==> src/ldc_pkg.sv <==
// Purpose: shared constants and types for the backlight two-wire control block
// Assumes: one system clock MCLK at 200 MHz, bus pins sampled through two flops
// Notes:   the control register holds reserved, mode and current fields
package ldc_pkg;
  localparam logic [6:0] LDC_TARGET_ADDR   = 7'h4f;
  localparam logic [7:0] LDC_WRITE_ADDR    = 8'h9e;
  localparam logic [7:0] LDC_CTRL_OFFSET   = 8'h01;
  localparam logic [7:0] LDC_CTRL_RESET    = 8'h00;
  localparam int         LDC_MODE_BIT      = 5;
  localparam int         LDC_CUR_MSB       = 4;
  localparam int         LDC_RSV_LSB       = 6;
  localparam logic [4:0] LDC_CUR_MAX       = 5'h1e;
  localparam int         LDC_IND_UA        = 450;
  localparam logic [3:0] LDC_BITS_PER_BYTE = 4'h8;

  typedef enum logic [2:0]
  {
    ST_IDLE = 3'b000,
    ST_RECV = 3'b001,
    ST_ACK  = 3'b010,
    ST_SKIP = 3'b011
  } ldc_state_t;

  // what the analog side is told to do
  typedef struct packed
  {
    logic       pump_on;
    logic       sink1_on;
    logic       sink2_on;
    logic       indicator;
    logic [4:0] current;
  } ldc_drive_t;
endpackage : ldc_pkg

==> src/ldc_ctrl.sv <==
// Purpose: write-only two-wire target and current/mode control register
// Assumes: SCL and SDA come from pins and are synchronised to MCLK here
// Notes:   SDA is open drain; the enable is low while the target pulls low
// What this block does
// - answer only address 1001111 with write bit
// - drive the data line only for acknowledge
// - bits seven and six reserved, used only in the register-zero test
// - bit five high: indicator mode, fixed sink two
// - bit five low: both sinks follow setting
// - current bits only matter in normal mode
// - bits four to zero binary weighted current
// - current latched on eighth clock of byte
// - register zero: pump off, sinks disconnected
// - indicator mode: pump off, sink one detached
// - overvoltage halts pump, no latching
module ldc_ctrl
  import ldc_pkg::*;
(
  // clock and reset
  input  wire logic       MCLK,
  input  wire logic       RST,
  // two-wire bus pins
  input  wire logic       SCL_IN,
  input  wire logic       SDA_IN,
  output logic            SDA_OUT,
  output logic            SDA_OE_N,
  // analog guard
  input  wire logic       OVERVOLTAGE_GUARD,
  // drive to the analog side
  output logic            PUMP_ON,
  output logic            FIRST_CURRENT_SINK_ON,
  output logic            SECOND_CURRENT_SINK_ON,
  output logic            INDICATOR_MODE_SELECT,
  output logic [4:0]      REFERENCE_CURRENT,
  output logic [7:0]      LED_CURRENT_AND_MODE_CONTROL
);
  // two-flop synchronisers for pins
  logic [1:0] scl_s_q, scl_s_d, sda_s_q, sda_s_d, ovp_s_q, ovp_s_d;
  logic       scl_o_q, scl_o_d, sda_o_q, sda_o_d;
  logic       scl_rise, scl_fall, start_c, stop_c;

  always_comb
  begin
    scl_s_d = {scl_s_q[0], SCL_IN};
    sda_s_d = {sda_s_q[0], SDA_IN};
    ovp_s_d = {ovp_s_q[0], OVERVOLTAGE_GUARD};
    scl_o_d = scl_s_q[1];
    sda_o_d = sda_s_q[1];
  end

  always_ff @(posedge MCLK)
  begin
    if (RST)
    begin
      scl_s_q <= 2'h3;
      sda_s_q <= 2'h3;
      ovp_s_q <= 2'h0;
      scl_o_q <= 1'b1;
      sda_o_q <= 1'b1;
    end
    else
    begin
      scl_s_q <= scl_s_d;
      sda_s_q <= sda_s_d;
      ovp_s_q <= ovp_s_d;
      scl_o_q <= scl_o_d;
      sda_o_q <= sda_o_d;
    end
  end

  assign scl_rise = scl_s_q[1] & ~scl_o_q;
  assign scl_fall = ~scl_s_q[1] & scl_o_q;
  assign start_c  = scl_s_q[1] & scl_o_q & sda_o_q & ~sda_s_q[1];
  assign stop_c   = scl_s_q[1] & scl_o_q & ~sda_o_q & sda_s_q[1];

  // frame receiver
  ldc_state_t state_q, state_d;
  logic [7:0] shift_q, shift_d;
  logic [3:0] bit_q, bit_d;
  logic [1:0] byte_q, byte_d;
  logic       ack_q, ack_d;
  logic       reg_ok_q, reg_ok_d;
  logic [7:0] ctrl_q, ctrl_d;
  logic [7:0] next_byte;

  assign next_byte = {shift_q[6:0], sda_s_q[1]};

  always_comb
  begin
    state_d  = state_q;
    shift_d  = shift_q;
    bit_d    = bit_q;
    byte_d   = byte_q;
    ack_d    = ack_q;
    reg_ok_d = reg_ok_q;
    ctrl_d   = ctrl_q;
    if (start_c)
    begin
      state_d  = ST_RECV;
      bit_d    = 4'h0;
      byte_d   = 2'h0;
      ack_d    = 1'b0;
      reg_ok_d = 1'b0;
    end
    else if (stop_c)
    begin
      state_d = ST_IDLE;
      ack_d   = 1'b0;
    end
    else
    begin
      case (state_q)
        ST_IDLE:
        begin
          ack_d = 1'b0;
        end
        ST_RECV:
        begin
          if (scl_rise)
          begin
            shift_d = next_byte;
            bit_d   = bit_q + 4'h1;
            if (bit_q == LDC_BITS_PER_BYTE - 4'h1)
            begin
              // decision on the eighth rising edge of the byte
              case (byte_q)
                2'h0: ack_d = (next_byte == LDC_WRITE_ADDR);
                2'h1:
                begin
                  ack_d    = 1'b1;
                  reg_ok_d = (next_byte == LDC_CTRL_OFFSET);
                end
                2'h2:
                begin
                  ack_d = 1'b1;
                  // latched on the eighth clock, a wrong offset is not stored
                  if (reg_ok_q)
                  begin
                    ctrl_d = next_byte;
                  end
                end
                default: ack_d = 1'b0; // extra bytes beyond three are refused
              endcase
            end
          end
          else if (scl_fall && bit_q == LDC_BITS_PER_BYTE)
          begin
            state_d = ack_q ? ST_ACK : ST_SKIP;
          end
        end
        ST_ACK:
        begin
          if (scl_fall)
          begin
            // release after the ninth clock
            ack_d   = 1'b0;
            bit_d   = 4'h0;
            byte_d  = (byte_q == 2'h3) ? byte_q : byte_q + 2'h1;
            state_d = ST_RECV;
          end
        end
        ST_SKIP:
        begin
          ack_d = 1'b0;
        end
        default:
        begin
          state_d = ST_IDLE;
        end
      endcase
    end
  end

  always_ff @(posedge MCLK)
  begin
    if (RST)
    begin
      state_q  <= ST_IDLE;
      shift_q  <= 8'h00;
      bit_q    <= 4'h0;
      byte_q   <= 2'h0;
      ack_q    <= 1'b0;
      reg_ok_q <= 1'b0;
      ctrl_q   <= LDC_CTRL_RESET;
    end
    else
    begin
      state_q  <= state_d;
      shift_q  <= shift_d;
      bit_q    <= bit_d;
      byte_q   <= byte_d;
      ack_q    <= ack_d;
      reg_ok_q <= reg_ok_d;
      ctrl_q   <= ctrl_d;
    end
  end

  // drive decode; reserved bits are stored and only take part in the all-zero test
  ldc_drive_t drv_d, drv_q;
  logic       sda_oe_n_d, sda_oe_n_q;

  always_comb
  begin
    drv_d.indicator = ctrl_q[LDC_MODE_BIT];
    drv_d.current   = ctrl_q[LDC_CUR_MSB:0];
    if (ctrl_q == 8'h00)
    begin
      drv_d.pump_on  = 1'b0;
      drv_d.sink1_on = 1'b0;
      drv_d.sink2_on = 1'b0;
    end
    else if (ctrl_q[LDC_MODE_BIT])
    begin
      // indicator current is fixed in the analog side, setting is ignored
      drv_d.pump_on  = 1'b0;
      drv_d.sink1_on = 1'b0;
      drv_d.sink2_on = 1'b1;
    end
    else
    begin
      drv_d.pump_on  = ~ovp_s_q[1];
      drv_d.sink1_on = 1'b1;
      drv_d.sink2_on = 1'b1;
    end
    // only an acknowledge ever pulls the line; enable kept in its own flop, no gate to the pin
    sda_oe_n_d = !((state_q == ST_ACK) && ack_q && !start_c && !stop_c);
  end

  always_ff @(posedge MCLK)
  begin
    if (RST)
    begin
      drv_q      <= '0;
      sda_oe_n_q <= 1'b1;
    end
    else
    begin
      drv_q      <= drv_d;
      sda_oe_n_q <= sda_oe_n_d;
    end
  end

  assign SDA_OUT                      = 1'b0;
  assign SDA_OE_N                     = sda_oe_n_q;
  assign PUMP_ON                      = drv_q.pump_on;
  assign FIRST_CURRENT_SINK_ON        = drv_q.sink1_on;
  assign SECOND_CURRENT_SINK_ON       = drv_q.sink2_on;
  assign INDICATOR_MODE_SELECT        = drv_q.indicator;
  assign REFERENCE_CURRENT            = drv_q.current;
  assign LED_CURRENT_AND_MODE_CONTROL = ctrl_q;
endmodule : ldc_ctrl

==> config.mk <==
export PLATFORM = sky130hd
export DESIGN_NAME = ldc_ctrl
export DESIGN_NICKNAME = d
export VERILOG_FILES = /design/src/ldc_pkg.sv /design/src/ldc_ctrl.sv
export SDC_FILE = /design/constraint.sdc
export NUM_CORES = 1
export LEC_CHECK = 0
export BUFFER_PORTS_ARGS = -buffer_cell sky130_fd_sc_hd__clkbuf_2
export CORE_MARGIN = 5
export CORE_UTILIZATION = 40
export DETAILED_ROUTE_END_ITERATION = 10
export PLACE_DENSITY = 0.65
export SLEW_MARGIN = 10
export SYNTH_ARGS = -nofsm -noshare
export SYNTH_HDL_FRONTEND = slang
export SYNTH_SLANG_ARGS = --single-unit
==> constraint.sdc <==
create_clock -name MCLK -period 1.65 [get_ports MCLK]
set_input_delay 0.0825 -clock MCLK [delete_from_list [all_inputs] [get_ports MCLK]]
set_output_delay 0.0825 -clock MCLK [all_outputs]
set_load 0.1 [all_outputs]
---- After elaboration in Yosys (flattened, before gate mapping) ----
Index checks and enable logic that the tools add are counted.
operators by class
  mux-type cells .......................... 16
  equal/unequal tests ..................... 19
  reductions and logical operators ........ 26
  bitwise logic cells ..................... 16
  add/sub/neg operators ................... 2
operators by type and width
  kind                   number
  $reduce_and A4 Y1      6
  $ne A4 B4 Y1 const B   3
  $ne A2 B2 Y1 const B   5
  $mux W3                3
  $not A1 Y1             9
  $pmux W3 S3            1
  $eq A8 B1 Y1 const B   1
  $eq A8 B8 Y1 const B   1
  $logic_not A8 Y1       1
  $mux W4                2
  $pmux W4 S2            1
  $reduce_or A2 Y1       4
  $and A1 B1 Y1          7
  $reduce_and A7 Y1      1
  $eq A3 B2 Y1 const B   2
  $mux W1                6
  $reduce_or A3 Y1       2
  $reduce_and A5 Y1      1
  $add A4 B1 Y4 const B  1
  $eq A2 B2 Y1 const B   2
  $eq A4 B3 Y1 const B   1
  $eq A4 B4 Y1 const B   1
  $logic_and A1 B1 Y1    4
  $eq A3 B1 Y1 const B   1
  other kinds (11)       13
storage, ports and cells
  register bits ........................... 44

---- Logic depth before layout (Yosys ltp) ----
  depth in word-level cells ............... 8
  gate-level depth with buffers ........... 7

---- Least setup slack after synthesis ----
No wires, ideal clock.
  kind .................................... register -> register
  from .................................... register ctrl_q[1] (netlist: LED_CURRENT_AND_MODE_CONTROL[1])
  to ...................................... register drv_q, in the netlist SECOND_CURRENT_SINK_ON
  path buffers ............................ 0
  clock period less this slack ............ 1.805 ns
  required time ........................... 1.516 ns
  cell stages (with the launch flop) ...... 4
  slack ................................... -0.155 ns
  library setup time ...................... 0.134 ns
  data arrival time ....................... 1.671 ns
  path through ............................ dfxtp_1 > or4_1 > nor4_1 > a21oi_1
between the ends
  longest elaborated chain between the ends .. 2
RTL lines
  element                     RTL line         source
  start: declaration          ldc_ctrl.sv:83   logic [7:0] ctrl_q, ctrl_d;
  start signal: assignment    ldc_ctrl.sv:194  ctrl_q <= ctrl_d;
  $logic_not A8 Y1            ldc_ctrl.sv:206  if (ctrl_q == 8'h00)
  $reduce_or A2 Y1 (no line)  -
  end signal: assignment      ldc_ctrl.sv:238  drv_q <= drv_d;
  end: declaration            ldc_ctrl.sv:199  ldc_drive_t drv_d, drv_q;
Every way passes these cells.
A chain may end at the register's enable or synchronous reset.

---- Worst setup path in the final report ----
  from .................................... register state_q[0]
  to ...................................... register state_q[0]
between the ends
  longest elaborated chain between the ends .. 5
  elaborated cells between the ends (all ways) .. 13
  those cells by class .................... 7 x eq/ne; 3 x mux; 3 x reduce/logical
RTL lines
  element                                           RTL line         source
  start: declaration                                ldc_ctrl.sv:77   ldc_state_t state_q, state_d;
  start signal: assignment                          ldc_ctrl.sv:188  state_q <= state_d;
  $eq A3 B2 Y1 or $logic_not A3 Y1 (tied branches)  ldc_ctrl.sv:112  case (state_q)
  $reduce_or A2 Y1 (no line)                        -
  $pmux W3 S3                                       ldc_ctrl.sv:112
  $mux W1                                           ldc_ctrl.sv:105  else if (stop_c)
  $mux W1                                           ldc_ctrl.sv:97   if (start_c)
Several ways; a longest one is shown, not always the timed one.

==> run metrics <==
kind of end point of the critical path flip-flop; CTS tree yes; Post-Syn Nets 193; clock slew at the register clock pins of the worst setup and hold paths around 0.08 ns; # diodes 0; number of global-route vias before repair ~1,300; startpoint class of the critical path flip-flop; Design Power between 2 and 2.5 mW; combined area of all synthesized cells 1780 µm²; count of pins on the block boundary 24; final setup fails 1; commonest non-fill, non-tap cells in the layout 37 x sky130_fd_sc_hd__dfxtp_1, 22 x sky130_fd_sc_hd__nor2_1, 22 x sky130_fd_sc_hd__clkbuf_2; maximum number of pins on one net before global-route repair 33; area of the die 5870 µm²; share of async-settable or async-resettable flops after synthesis 0%; data required time at the worst endpoint 1.82 ns; Synth area leaders sky130_fd_sc_hd__dfxtp_1 48%, sky130_fd_sc_hd__mux2i_1 9.6%, sky130_fd_sc_hd__ha_1 6.3%, sky130_fd_sc_hd__nor2_1 4.9%, sky130_fd_sc_hd__nor2b_1 2.8%; number of cells produced by synthesis 179; wire length of the first global-routing pass 5990 µm; worst setup path category flip-flop to flip-flop; clock latency reported for the late side of the worst-skew pair 0.29 ns; total global routing overflow 0; DRC violation count after routing 0; worst min-delay path category input pin to flip-flop; Longest Clk Path Bufs 2; yosys warns 0; Clock H-tree levels 2; effective utilization at floorplan 41.1%; clock tree root buffer cell sky130_fd_sc_hd__clkbuf_8; CTS Buf Count 5; number of antenna violations at the first check in global routing 0; synthesized area per cell 9.93 µm²; most frequently used flop master after synthesis sky130_fd_sc_hd__dfxtp_1; EDFF count, synth 0; unrepaired setup endpoints after global routing true; Arr. time, crit path approximately 1.9 ns; time the worst path needs with I/O delays and setup 1.76 ns; 1st-iter DRT viols 47; placed insts 256; violated checks setup timing; number of hold-slack violations in the final timing report 0; critical-path maximum fanout 4; area of the core 4320 µm²; max_slew headroom 63.7%; aggregate global-route resource usage 12.4%; DR vias 1,354; top achievable clock speed roughly 570 MHz; Synth area leader sky130_fd_sc_hd__dfxtp_1; wire length after detailed routing 3580 µm; max-capacitance violation count 0; non-filler instance count after layout 274; power density normalized to cell area 948 nW/µm²; hpwl dp 2470 µm; number of port buffers 22; max-slew violation count 0; peak ir drop on the vdd network 0.000656 V; Final Wtd Congestion 0.815; area added between synthesis and finish 29.4%; Die X-Extent ~77 µm; layout cells sized above 1 about a third; commonest non-fill, non-tap cell in the layout sky130_fd_sc_hd__dfxtp_1; number of nets in the finished design 235; Lkg Pwr 0.971 nW; status finished, violations left; Chip Height approximately 77 µm; routed length per instance between 10 and 15 µm; library cells used by synthesis 41; sequential area share after synthesis 48.5%; count of antenna-violating nets left after detailed routing 0; first-pass detailed-route iteration total 4; Post-Route Utilization 53.2%; number of sinks handled by clock tree synthesis 43; ratio of final minimum period to clock period 107%; number of standard-cell rows in the floorplan 24; crit path setup slack, layout -0.108 ns; synthesis-stage register bit count 43; slew at the pin closest to its max-slew limit 0.547 ns; Post-Route Skew between 0.008 and 0.009 ns; average via count per standard cell 4.94; Synth top area share 48.5%
path summary, 6_finish.rpt:
path | start | end | slack [ns] | depth (start not counted)
min | RST | state_q[0]$_SDFFE_PP0P_ | 0.02 | 2
min reg2reg | ovp_s_q[1]$_SDFF_PP0_ | PUMP_ON$_SDFF_PP0_ | 0.40 | 1
max | state_q[0]$_SDFFE_PP0P_ | state_q[0]$_SDFFE_PP0P_ | -0.11 | 6
max reg2reg | state_q[0]$_SDFFE_PP0P_ | state_q[0]$_SDFFE_PP0P_ | -0.11 | 6
kinds of logic after synthesis:
family / count (synthesis) / synth area share (%)
buf+inv: 17 / 3.94
mux: 17 / 9.58
fa+ha+maj: 9 / 6.34
flops: 43 / 48.5
compound gates: 16 / 6.48
xor+xnor: 3 / 1.48
other cells: 1 / 0.211
simple gates: 73 / 23.5
critical path, stage by stage, from the launching register on:
cell and delay [ns]:
sky130_fd_sc_hd__dfxtp_4 0.39, sky130_fd_sc_hd__inv_4 0.04, sky130_fd_sc_hd__ha_4 0.15, sky130_fd_sc_hd__or2_0 0.21, sky130_fd_sc_hd__a221o_1 0.43, sky130_fd_sc_hd__a2111oi_4 0.33
sky130_fd_sc_hd__a311oi_2 0.08
synth_stat cells (all sizes together), types with 2 or more instances:
cell,count
a211oi,2
a21oi,4
and4bb,2
buf,2
clkbuf,5
dfxtp,43
ha,9
inv,10
mux2i,17
nand2,3
nand2b,2
nand3,4
nand3b,3
nor2,23
nor2b,8
nor3,6
nor4,4
o21ai,3
or2,10
or3,2
xor2,2
through the flow:
stage	TNS (ns)	hold WS [ns]	setup slack (ns)	area, µm²
6_report	-0.108	0.0209	-0.108	2300
5_1_grt	-0.258	0.0265	-0.170	2300
3_5_place_dp	-0.0644	0.269	-0.0641	2030
2_1_floorplan	0	0.186	0.0117	1800
4_1_cts	-0.0628	0.0170	-0.0628	2180
3_3_place_gp	-0.0112	0.267	-0.0112	2030
what timing repair did:
item | CTS | global route
gates cloned | 0 | 0
hold buffers | 3 | 0
gates resized for setup | 2 | 14
hold endpoints to repair | 3 | 0
pin swaps | 2 | 8
endpoints found under the setup margin | 2 | 7
setup buffers | 0 | 7
flip-flops by register name, indices dropped and copies added, names as in the netlist, 2 cells and up:
signal / flops
LED_CURRENT_AND_MODE_CONTROL: 8
REFERENCE_CURRENT: 5
bit_q: 4
byte_q: 2
ovp_s_q: 2
scl_s_q: 2
sda_s_q: 2
shift_q: 7
state_q: 2
layout make-up:
| cell class | instances | area [µm²] |
|---|---|---|
| clock buffer | 6 | 82.6 |
| clock inverter | 2 | 38.8 |
| fill | 391 | 2030 |
| inverter | 10 | 40.0 |
| multi-input combinational | 119 | 911 |
| sequential | 43 | 873 |
| tap | 52 | 65.1 |
| timing repair buffer | 42 | 288 |
report_power, final:
| part | internal (mW) | total (mW) | leakage, nW | switching [mW] |
|---|---|---|---|---|
| Clock | 0.498 | 0.853 | 0.0618 | 0.355 |
| Sequential | 1.05 | 1.07 | 0.352 | 0.0193 |
| Combinational | 0.138 | 0.253 | 0.557 | 0.115 |
| Total | 1.69 | 2.18 | 0.971 | 0.489 |
per-layer routing:
layer / wire, µm / global-route usage (%)
met1: 1670 / 15.7
met2: 1690 / 19.3
met3: 170 / 4.85
met4: 49 / 3.67
met5: 0 / 0
Note: power is estimated with default switching activity, not from simulation.
